$ cat src/verilog/sdram_cfg.svh
/*
 Constants of the command decoder, mode register and bank timing.
 Assumes a single 10 MHz clock; times are converted to cycles here.
*/
`ifndef SDRAM_CFG_SVH
`define SDRAM_CFG_SVH
`define BANKS          4
`define ADDR_W         14
`define BA_W           3
`define MODE_W         17
`define DATA_W         8
`define COL_W          10
`define MEM_DEPTH      256
`define DELAY_STAGES   7
`define MODE_RESET     17'h00032
`define BURST_LSB      0
`define BURST4_CODE    3'h2
`define BURST8_CODE    3'h3
`define RL_LSB         4
`define MIN_RL         3'h3
`define DLL_BIT        8
`define AUTO_PRE_BIT   10
`define POSTED_LSB     3
`define MODE_SEL       2'h0
`define EMR_SEL        2'h1
`define CLK_PERIOD_NS  100
`define ROW_CLOSE_NS   15
`define ROW_CLOSE_CYC  ((`ROW_CLOSE_NS + `CLK_PERIOD_NS - 1) / `CLK_PERIOD_NS)
`endif

$ cat src/verilog/sdram_pkg.sv
/*
 Types shared by the command decoder, the posted-command delay and the bank tracker.
 Assumes sdram_cfg.svh is available on the include path.
*/
`include "sdram_cfg.svh"
package sdram_pkg;
  typedef enum logic [2:0] {C_DESEL, C_NOP, C_LOAD, C_REFRESH, C_PRE, C_ACT, C_WRITE, C_READ} cmd_e;
  typedef enum logic [1:0] {BK_IDLE, BK_OPEN, BK_CLOSING} bank_e;
  typedef enum logic [1:0] {B_IDLE, B_WAIT, B_RUN} burst_e;
  typedef struct packed {
    logic              valid;
    logic              write;
    logic              auto_pre;
    logic [1:0]        bank;
    logic [`COL_W-1:0] col;
  } col_cmd_s;
endpackage

$ cat src/verilog/sdram_command_and_mode_register.sv
/*
 Device-side command decoder of a DDR2-style SDRAM: mode register, bank rows,
 refresh counter, self refresh and a small burst data path with a scaled-down array.
 Assumes the memory controller drives all command pins synchronously to clock.
*/
`timescale 1ns/1ns
module sdram_command_and_mode_register import sdram_pkg::*; (
  input  wire logic                clock,
  input  wire logic                rstn,
  input  wire logic                cke,
  input  wire logic                cs_n,
  input  wire logic                ras_n,
  input  wire logic                cas_n,
  input  wire logic                we_n,
  input  wire logic [`BA_W-1:0]    ba,
  input  wire logic [`ADDR_W-1:0]  addr,
  input  wire logic [`DATA_W-1:0]  wr_data,
  input  wire logic                write_byte_mask,
  output logic [`DATA_W-1:0]       rd_data,
  output logic                     rd_valid,
  output logic [`MODE_W-1:0]       operating_mode_setup,
  output logic [`BANKS-1:0]        bank_open,
  output logic [`ADDR_W-1:0]       refresh_row,
  output logic                     in_self_refresh,
  output logic                     dll_on,
  output logic                     dll_reset_pulse
);
  cmd_e cmd;
  logic accept;

  // Command decode; deselect and no-operation fall through to nothing
  always_comb begin
    if (cs_n) begin
      cmd = C_DESEL;
    end else begin
      case ({ras_n, cas_n, we_n})
        3'b000:  cmd = C_LOAD;
        3'b001:  cmd = C_REFRESH;
        3'b010:  cmd = C_PRE;
        3'b011:  cmd = C_ACT;
        3'b100:  cmd = C_WRITE;
        3'b101:  cmd = C_READ;
        default: cmd = C_NOP;
      endcase
    end
  end

  logic sr_reg, sr_next;
  logic [`ADDR_W-1:0] ref_row_reg, ref_row_next;
  logic dll_on_reg, dll_on_next;

  // Clocked, selected commands outside self refresh are accepted; refresh skips this gate so it can enter self refresh
  assign accept = cke && !sr_reg;

  // Mode register group
  logic [`MODE_W-1:0] mode_reg, mode_next;
  logic [2:0]         posted_reg, posted_next;
  logic               dll_pulse_reg, dll_pulse_next;

  always_comb begin
    mode_next      = mode_reg;
    posted_next    = posted_reg;
    dll_pulse_next = mode_reg[`DLL_BIT];
    // The reset bit lives one cycle, then the pulse has been issued
    mode_next[`DLL_BIT] = 1'b0;
    if (accept && cmd == C_LOAD) begin
      case (ba[1:0])
        `MODE_SEL: mode_next   = {ba, addr};
        `EMR_SEL:  posted_next = addr[`POSTED_LSB +: 3];
        default: ;
      endcase
    end
  end

  always_ff @(posedge clock or negedge rstn) begin
    if (!rstn) begin
      mode_reg      <= `MODE_RESET;
      posted_reg    <= 3'h0;
      dll_pulse_reg <= 1'b0;
    end else begin
      mode_reg      <= mode_next;
      posted_reg    <= posted_next;
      dll_pulse_reg <= dll_pulse_next;
    end
  end

  // Refresh and self refresh group
  always_comb begin
    sr_next      = sr_reg;
    ref_row_next = ref_row_reg;
    if (sr_reg) begin
      // Exit on the first cycle that clock enable returns
      if (cke) begin
        sr_next = 1'b0;
      end
    end else if (cmd == C_REFRESH) begin
      ref_row_next = ref_row_reg + `ADDR_W'(1);
      if (!cke) begin
        sr_next = 1'b1;
      end
    end
    dll_on_next = !sr_next;
  end

  always_ff @(posedge clock or negedge rstn) begin
    if (!rstn) begin
      sr_reg      <= 1'b0;
      ref_row_reg <= '0;
      dll_on_reg  <= 1'b1;
    end else begin
      sr_reg      <= sr_next;
      ref_row_reg <= ref_row_next;
      dll_on_reg  <= dll_on_next;
    end
  end

  // Column commands pass the posted delay before the burst engine sees them
  col_cmd_s col_cmd, dly_cmd;
  always_comb begin
    col_cmd.valid    = accept && (cmd == C_READ || cmd == C_WRITE);
    col_cmd.write    = (cmd == C_WRITE);
    col_cmd.auto_pre = addr[`AUTO_PRE_BIT];
    col_cmd.bank     = ba[1:0];
    col_cmd.col      = addr[`COL_W-1:0];
  end

  posted_delay i_posted_delay (
    .clock   (clock),
    .rstn    (rstn),
    .cmd_in  (col_cmd),
    .delay   (posted_reg),
    .cmd_out (dly_cmd)
  );

  logic [`BANKS-1:0]      open_vec;
  logic [`BANKS-1:0]      idle_vec;
  logic [`BANKS-1:0][1:0] row_low;
  logic                   ap_stb_reg, ap_stb_next;
  logic [1:0]             ap_bank_reg, ap_bank_next;

  bank_tracker i_bank_tracker (
    .clock    (clock),
    .rstn     (rstn),
    .act_stb  (accept && cmd == C_ACT),
    .pre_stb  (accept && cmd == C_PRE),
    .pre_all  (addr[`AUTO_PRE_BIT]),
    .cmd_bank (ba[1:0]),
    .row_in   (addr[1:0]),
    .ap_stb   (ap_stb_reg),
    .ap_bank  (ap_bank_reg),
    .open_vec (open_vec),
    .idle_vec (idle_vec),
    .row_low  (row_low)
  );

  // Burst engine; a new column command takes over any burst in progress
  burst_e               bst_reg, bst_next;
  logic [2:0]           lat_reg, lat_next;
  logic [2:0]           beat_reg, beat_next;
  logic                 is_wr_reg, is_wr_next;
  logic                 ap_reg, ap_next;
  logic [1:0]           bank_reg, bank_next;
  logic [`COL_W-1:0]    col_reg, col_next;
  logic [`DATA_W-1:0]   rd_data_reg, rd_data_next;
  logic                 rd_valid_reg, rd_valid_next;
  logic [2:0]           rl, rl_eff;
  logic                 blen8;
  logic [2:0]           last_beat;
  logic [`COL_W-1:0]    col_idx;
  logic [7:0]           mem_idx;
  logic                 mem_we;
  logic [`DATA_W-1:0]   mem [`MEM_DEPTH];

  assign rl        = mode_reg[`RL_LSB +: 3];
  assign rl_eff    = (rl < `MIN_RL) ? `MIN_RL : rl;
  assign blen8     = (mode_reg[`BURST_LSB +: 3] == `BURST8_CODE);
  assign last_beat = blen8 ? 3'h7 : 3'h3;

  // Wrap inside the aligned block; upper bits pick the block
  always_comb begin
    if (blen8) begin
      col_idx = {col_reg[`COL_W-1:3], col_reg[2:0] + beat_reg};
    end else begin
      col_idx = {col_reg[`COL_W-1:2], col_reg[1:0] + beat_reg[1:0]};
    end
  end

  // Scaled array: two row bits, four column bits per bank
  assign mem_idx = {bank_reg, row_low[bank_reg], col_idx[3:0]};
  assign mem_we  = (bst_reg == B_RUN) && is_wr_reg && !write_byte_mask;

  always_comb begin
    bst_next      = bst_reg;
    lat_next      = lat_reg;
    beat_next     = beat_reg;
    is_wr_next    = is_wr_reg;
    ap_next       = ap_reg;
    bank_next     = bank_reg;
    col_next      = col_reg;
    ap_stb_next   = 1'b0;
    ap_bank_next  = ap_bank_reg;
    rd_valid_next = (bst_reg == B_RUN) && !is_wr_reg;
    rd_data_next  = rd_valid_next ? mem[mem_idx] : rd_data_reg;
    case (bst_reg)
      B_IDLE: ;
      B_WAIT: begin
        if (lat_reg == 3'h0) begin
          bst_next = B_RUN;
        end else begin
          lat_next = lat_reg - 3'h1;
        end
      end
      B_RUN: begin
        if (beat_reg == last_beat) begin
          bst_next     = B_IDLE;
          ap_stb_next  = ap_reg;
          ap_bank_next = bank_reg;
        end else begin
          beat_next = beat_reg + 3'h1;
        end
      end
      default: bst_next = B_IDLE;
    endcase
    if (dly_cmd.valid) begin
      bst_next   = B_WAIT;
      // Writes run one cycle ahead of reads
      lat_next   = dly_cmd.write ? rl_eff - 3'h3 : rl_eff - 3'h2;
      beat_next  = 3'h0;
      is_wr_next = dly_cmd.write;
      ap_next    = dly_cmd.auto_pre;
      bank_next  = dly_cmd.bank;
      col_next   = dly_cmd.col;
    end
  end

  always_ff @(posedge clock or negedge rstn) begin
    if (!rstn) begin
      bst_reg      <= B_IDLE;
      lat_reg      <= 3'h0;
      beat_reg     <= 3'h0;
      is_wr_reg    <= 1'b0;
      ap_reg       <= 1'b0;
      bank_reg     <= 2'h0;
      col_reg      <= '0;
      ap_stb_reg   <= 1'b0;
      ap_bank_reg  <= 2'h0;
      rd_data_reg  <= '0;
      rd_valid_reg <= 1'b0;
    end else begin
      bst_reg      <= bst_next;
      lat_reg      <= lat_next;
      beat_reg     <= beat_next;
      is_wr_reg    <= is_wr_next;
      ap_reg       <= ap_next;
      bank_reg     <= bank_next;
      col_reg      <= col_next;
      ap_stb_reg   <= ap_stb_next;
      ap_bank_reg  <= ap_bank_next;
      rd_data_reg  <= rd_data_next;
      rd_valid_reg <= rd_valid_next;
    end
  end

  // Array has no reset so mode loads and resets never disturb it
  always_ff @(posedge clock) begin
    if (mem_we) begin
      mem[mem_idx] <= wr_data;
    end
  end

  assign rd_data              = rd_data_reg;
  assign rd_valid             = rd_valid_reg;
  assign operating_mode_setup = mode_reg;
  assign bank_open            = open_vec;
  assign refresh_row          = ref_row_reg;
  assign in_self_refresh      = sr_reg;
  assign dll_on               = dll_on_reg;
  assign dll_reset_pulse      = dll_pulse_reg;
endmodule

$ cat src/verilog/posted_delay.sv
/*
 Holds a column command back by the programmed posted delay (0 to 7 cycles).
 Assumes the delay value only changes while no column command is in flight.
*/
`timescale 1ns/1ns
module posted_delay import sdram_pkg::*; (
  input  wire logic       clock,
  input  wire logic       rstn,
  input  wire col_cmd_s   cmd_in,
  input  wire logic [2:0] delay,
  output col_cmd_s        cmd_out
);
  col_cmd_s stage_reg  [`DELAY_STAGES];
  col_cmd_s stage_next [`DELAY_STAGES];

  always_comb begin
    stage_next[0] = cmd_in;
    for (int i = 1; i < `DELAY_STAGES; i++) begin
      stage_next[i] = stage_reg[i-1];
    end
  end

  always_ff @(posedge clock or negedge rstn) begin
    if (!rstn) begin
      for (int i = 0; i < `DELAY_STAGES; i++) begin
        stage_reg[i] <= '0;
      end
    end else begin
      stage_reg <= stage_next;
    end
  end

  // Zero delay passes the command straight through
  assign cmd_out = (delay == 3'h0) ? cmd_in : stage_reg[delay - 3'h1];
endmodule

$ cat src/verilog/bank_tracker.sv
/*
 Per-bank row state: open row, precharge timing, idle flags.
 Assumes strobes come from an already decoded and accepted command.
*/
`timescale 1ns/1ns
module bank_tracker import sdram_pkg::*; (
  input  wire logic                    clock,
  input  wire logic                    rstn,
  input  wire logic                    act_stb,
  input  wire logic                    pre_stb,
  input  wire logic                    pre_all,
  input  wire logic [1:0]              cmd_bank,
  input  wire logic [1:0]              row_in,
  input  wire logic                    ap_stb,
  input  wire logic [1:0]              ap_bank,
  output logic [`BANKS-1:0]            open_vec,
  output logic [`BANKS-1:0]            idle_vec,
  output logic [`BANKS-1:0][1:0]       row_low
);
  localparam logic [3:0] CLOSE_CYC = 4'(`ROW_CLOSE_CYC);
  logic [`BANKS-1:0] pre_hit;

  for (genvar b = 0; b < `BANKS; b++) begin : g_bank
    bank_e      st_reg, st_next;
    logic [3:0] tmr_reg, tmr_next;
    logic [1:0] row_reg, row_next;

    // Auto precharge and explicit precharge share one path
    assign pre_hit[b] = (pre_stb && (pre_all || cmd_bank == 2'(b))) || (ap_stb && ap_bank == 2'(b));

    always_comb begin
      st_next  = st_reg;
      tmr_next = tmr_reg;
      row_next = row_reg;
      case (st_reg)
        BK_IDLE: begin
          if (act_stb && cmd_bank == 2'(b)) begin
            st_next  = BK_OPEN;
            row_next = row_in;
          end
        end
        BK_OPEN: ;
        BK_CLOSING: begin
          if (tmr_reg <= 4'h1) begin
            st_next = BK_IDLE;
          end else begin
            tmr_next = tmr_reg - 4'h1;
          end
        end
        default: st_next = BK_IDLE;
      endcase
      // Restarts the period even on an idle or closing bank
      if (pre_hit[b]) begin
        st_next  = BK_CLOSING;
        tmr_next = CLOSE_CYC;
      end
    end

    always_ff @(posedge clock or negedge rstn) begin
      if (!rstn) begin
        st_reg      <= BK_IDLE;
        tmr_reg     <= 4'h0;
        row_reg     <= 2'h0;
        open_vec[b] <= 1'b0;
        idle_vec[b] <= 1'b1;
      end else begin
        st_reg      <= st_next;
        tmr_reg     <= tmr_next;
        row_reg     <= row_next;
        open_vec[b] <= (st_next == BK_OPEN);
        idle_vec[b] <= (st_next == BK_IDLE);
      end
    end
    assign row_low[b] = row_reg;
  end
endmodule

$ cat config.mk
export PLATFORM = sky130hd
export DESIGN_NAME = sdram_command_and_mode_register
export DESIGN_NICKNAME = d
export VERILOG_FILES = /design/src/verilog/sdram_pkg.sv /design/src/verilog/sdram_command_and_mode_register.sv /design/src/verilog/posted_delay.sv /design/src/verilog/bank_tracker.sv
export VERILOG_INCLUDE_DIRS = /design/src /design/src/verilog
export SDC_FILE = /design/constraint.sdc
export NUM_CORES = 2
export LEC_CHECK = 0
export ABC_AREA = 0
export ABC_CLOCK_PERIOD_IN_PS = 3300
export BUFFER_PORTS_ARGS = -buffer_cell sky130_fd_sc_hd__buf_2
export CORE_ASPECT_RATIO = 1.2
export CORE_UTILIZATION = 57
export CTS_BUF_LIST = sky130_fd_sc_hd__clkbuf_8 sky130_fd_sc_hd__clkbuf_16
export DETAILED_ROUTE_END_ITERATION = 6
export GPL_TIMING_DRIVEN = 1
export PLACE_DENSITY = 0.73
export SLEW_MARGIN = 40
export SYNTH_ARGS = -nofsm -noshare
export SYNTH_HDL_FRONTEND = slang
export SYNTH_SLANG_ARGS = --single-unit
$ cat constraint.sdc
create_clock -name clock -period 3.3 [get_ports clock]
set_input_delay 0.33 -clock clock [delete_from_list [all_inputs] [get_ports clock]]
set_output_delay 0.33 -clock clock [all_outputs]
set_load 0.05 [all_outputs]
==> metrics.md <==
| Metric | Value |
|---|---|
| Status | `finished, violations left` |
| Failing checks | `design-rule violations, negative setup slack` |
| Critical Path, Cell by Cell | `ha_4 -> fa_4 -> buf_6 -> buf_16 -> buf_4 -> buf_4 -> mux4_2 -> mux4_2 -> nor4_1 -> buf_4 -> nor4_1 -> o21ai_1 -> o211ai_1` |
| Largest reg by FF count | `mem` |
| Largest net degree at the start of global routing | `114` |
| Leading area contributor after synthesis | `edfxtp_1` |
| Share of cells above drive strength 1 | `37.7%` |
| Total Power | `97600 uW` |
| Kind of critical path | `reg -> reg` |
| First-pass GRT wire length | `327000 um` |
| Slew @ Worst Pin | `0.871 ns` |
| Core Rows | `156` |
| Worst path max stage delay | `0.83 ns` |
| Longest Clk Path Bufs | `3` |
| Synthesized Nets | `4300` |
| Pre-antenna DRT Iters | `7` |
| #FFs+latches synth | `2212` |
| Data arrival time of the worst path | `4.72 ns` |
| Total GRT Usage | `29.9%` |
| Placed Cells | `6618` |
| Routed WL per cell | `31.7 um` |
| Top cell by count, worst path | `buf_4` |
| Final WL | `226000 um` |
| Number of distinct library cells after synthesis | `68` |
| Syn-to-layout area delta | `21.4%` |
| I/O pin count | `80` |
| Die Y | `429 um` |
| Ys async rst share | `7.41%` |
| RSZ-0062 raised after global routing | `true` |
| Max-cap violation count | `0` |
| Die X | `358 um` |
| Max FO, Critical Path | `10` |
| Pre-CTS setup slack | `-1.12 ns` |
| Worst vdd ir | `619 uV` |
| Setup Viol. Count Final | `2038` |
| Setup WS post-layout | `-0.702 ns` |
| Clk pin slew, worst setup/hold paths | `0.06 ns` |
| CTS buffer count | `197` |
| Most frequent cells in the layout | `edfxtp_1, mux4_2, buf_4` |
| Number of global-route vias before repair | `48000` |
| Clock latency at the later pin of the worst-skew pair | `0.85 ns` |
| Mapped Cells | `4250` |
| Largest cells by area after synthesis | `edfxtp_1, mux4_2, dfrtp_1` |
| Leak Pwr | `0.0348 uW` |
| Hold Vio Cnt, Final | `0` |
| Antenna Violating Nets Remaining | `0` |
| Fin Hold WS | `0.0827 ns` |
| Core area | `151000 um2` |
| GP Congestion | `0.927` |
| Synth warn | `0` |
| Post-layout min period | `4.00 ns` |
| Full die area | `154000 um2` |
| # DRC | `10` |
| Port bufs | `79` |
| Max_slew headroom | `41.5%` |
| Mean post-synth cell area | `20.4 um2` |
| Startpoint types | `register` |
| CTS tree | `done` |
| Slowest-stage cell, CP | `fa_4` |
| Most common library cell in the layout ignoring fill and taps | `edfxtp_1` |
| Fin nets | `5038` |
| Worst clock skew | `0.0332 ns` |
| Detailed Place HPWL | `137000 um` |
| Critical Path Sink Type | `register` |
| Main synth FF type | `edfxtp_1` |
| Seq/Total Area, Yosys | `75.6%` |
| PwrDens | `927 nW/um2` |
| Grt ovf | `0` |
| Clock Sinks | `2212` |
| Htree depth | `4` |
| Non-Filler Instances | `7133` |
| Vias per Instance | `6.51` |
| EDFF count, synth | `2048` |
| Worst hold path type | `in -> async` |
| Achievable clock frequency | `0.250 GHz` |
| Slew Limit Fails | `0` |
| Via count | `46500` |
| Critical Path RT | `4.02 ns` |
| Starting DRT DRC Count | `5928` |
| Mapped cell area | `86800 um2` |
| Initial antenna violation count | `6` |
| Total Negative Setup Slacks | `-530.17 ns` |
| Initial Util | `57.5%` |
| Largest register FFs | `2048` |
| Period utilization | `121%` |
| CTS Root Cell | `clkbuf_16` |
| Share of the synthesized area in the top cell type | `70.9%` |
==> metrics by stage <==
step / util, % / instance area [um2]
after detailed placement: 62.6 / 94500
after CTS: 69.5 / 105000
after floorplan: - / 87500
after global routing: 69.8 / 105000
after global placement: 62.6 / 94400
final: 69.8 / 105000
==> synth_stat cells, types with 36 or more instances <==
| cell | n |
|---|---|
| mux2i_1 | 101 |
| nor3_1 | 36 |
| o21ai_0 | 60 |
| edfxtp_1 | 2048 |
| nand3_1 | 70 |
| buf_4 | 40 |
| nor2_1 | 330 |
| clkbuf_1 | 104 |
| dfrtp_1 | 160 |
| a21oi_1 | 88 |
| nand2_1 | 206 |
| mux4_2 | 563 |
| mux2_2 | 38 |
| buf_2 | 54 |
==> area by class of cell <==
class,count,area (um2)
tap,1975,2470
fill,8659,45500
multi-input combinational,1767,21700
clock inverter,160,1440
clock buffer,208,5170
antenna,1,2.50
sequential,2212,65600
inverter,25,93.8
timing repair buffer,785,8810
==> routing by layer <==
layer | vias up | share of wire (%) | global-route usage [%]
li1 | 18900 | - | -
met1 | 24100 | 35 | 38.2
met2 | 2807 | 50 | 49.1
met3 | 648 | 9.4 | 5.45
met4 | 4 | 6.0 | 15.4
met5 | - | 0.038 | 0.349
==> critical path: cells and delay by family (launching register included) <==
family                     cells  cell delay [ns]
buffers and inverters          5             0.98
adders and majority gates      2             1.00
DFF                            1             0.41
and+or+nand+nor                2             0.35
AOI/OAI and AO/OA              2             0.21
muxes                          2             0.91
==> timing repair <==
| action | 4_1_cts | 5_1_grt |
|---|---|---|
| resized for setup | 453 | 62 |
| endpoints found under the hold margin | 155 | 53 |
| setup endpoints to repair | 1232 | 2024 |
| gates cloned | 16 | 2 |
| pin swaps | 157 | 35 |
| buffers inserted | 93 | 12 |
| hold buffers | 26 | 2 |
==> logic make-up after synthesis <==
kind of cell / count (synthesis) / share of synthesized area, %
AOI/OAI and AO/OA: 266 / 2.02
xor gates and xnor gates: 31 / 0.322
adders and majority gates: 17 / 0.254
buffers and inverters: 271 / 1.75
DFF: 2212 / 75.6
muxes: 702 / 16.3
and+or+nand+nor: 751 / 3.76
==> path summary, 6_finish.rpt <==
check,cells past startpoint,from,end,slack [ns]
worst min register to register,0,i_posted_delay.stage_next[45],i_posted_delay.stage_next[30],0.36
worst max register to register,13,beat_reg[0],rd_data[1],-0.70
worst min-delay path,2,rstn,i_posted_delay.stage_reg[2],0.08
worst max-delay path,13,beat_reg[0],rd_data[1],-0.70
max in group asynchronous,3,rstn,i_bank_tracker.g_bank[1].row_reg[1],2.34
min in group clock,1,wr_data[0],mem[39][0],0.08
==> where the power goes <==
| part | internal [uW] | switching (uW) | total [uW] |
|---|---|---|---|
| clock network | 13300 | 10100 | 23400 |
| logic | 20700 | 22200 | 42900 |
| registers | 30900 | 372 | 31300 |
| total | 64900 | 32700 | 97600 |
No activity file was read; power rests on OpenSTA's default activity.
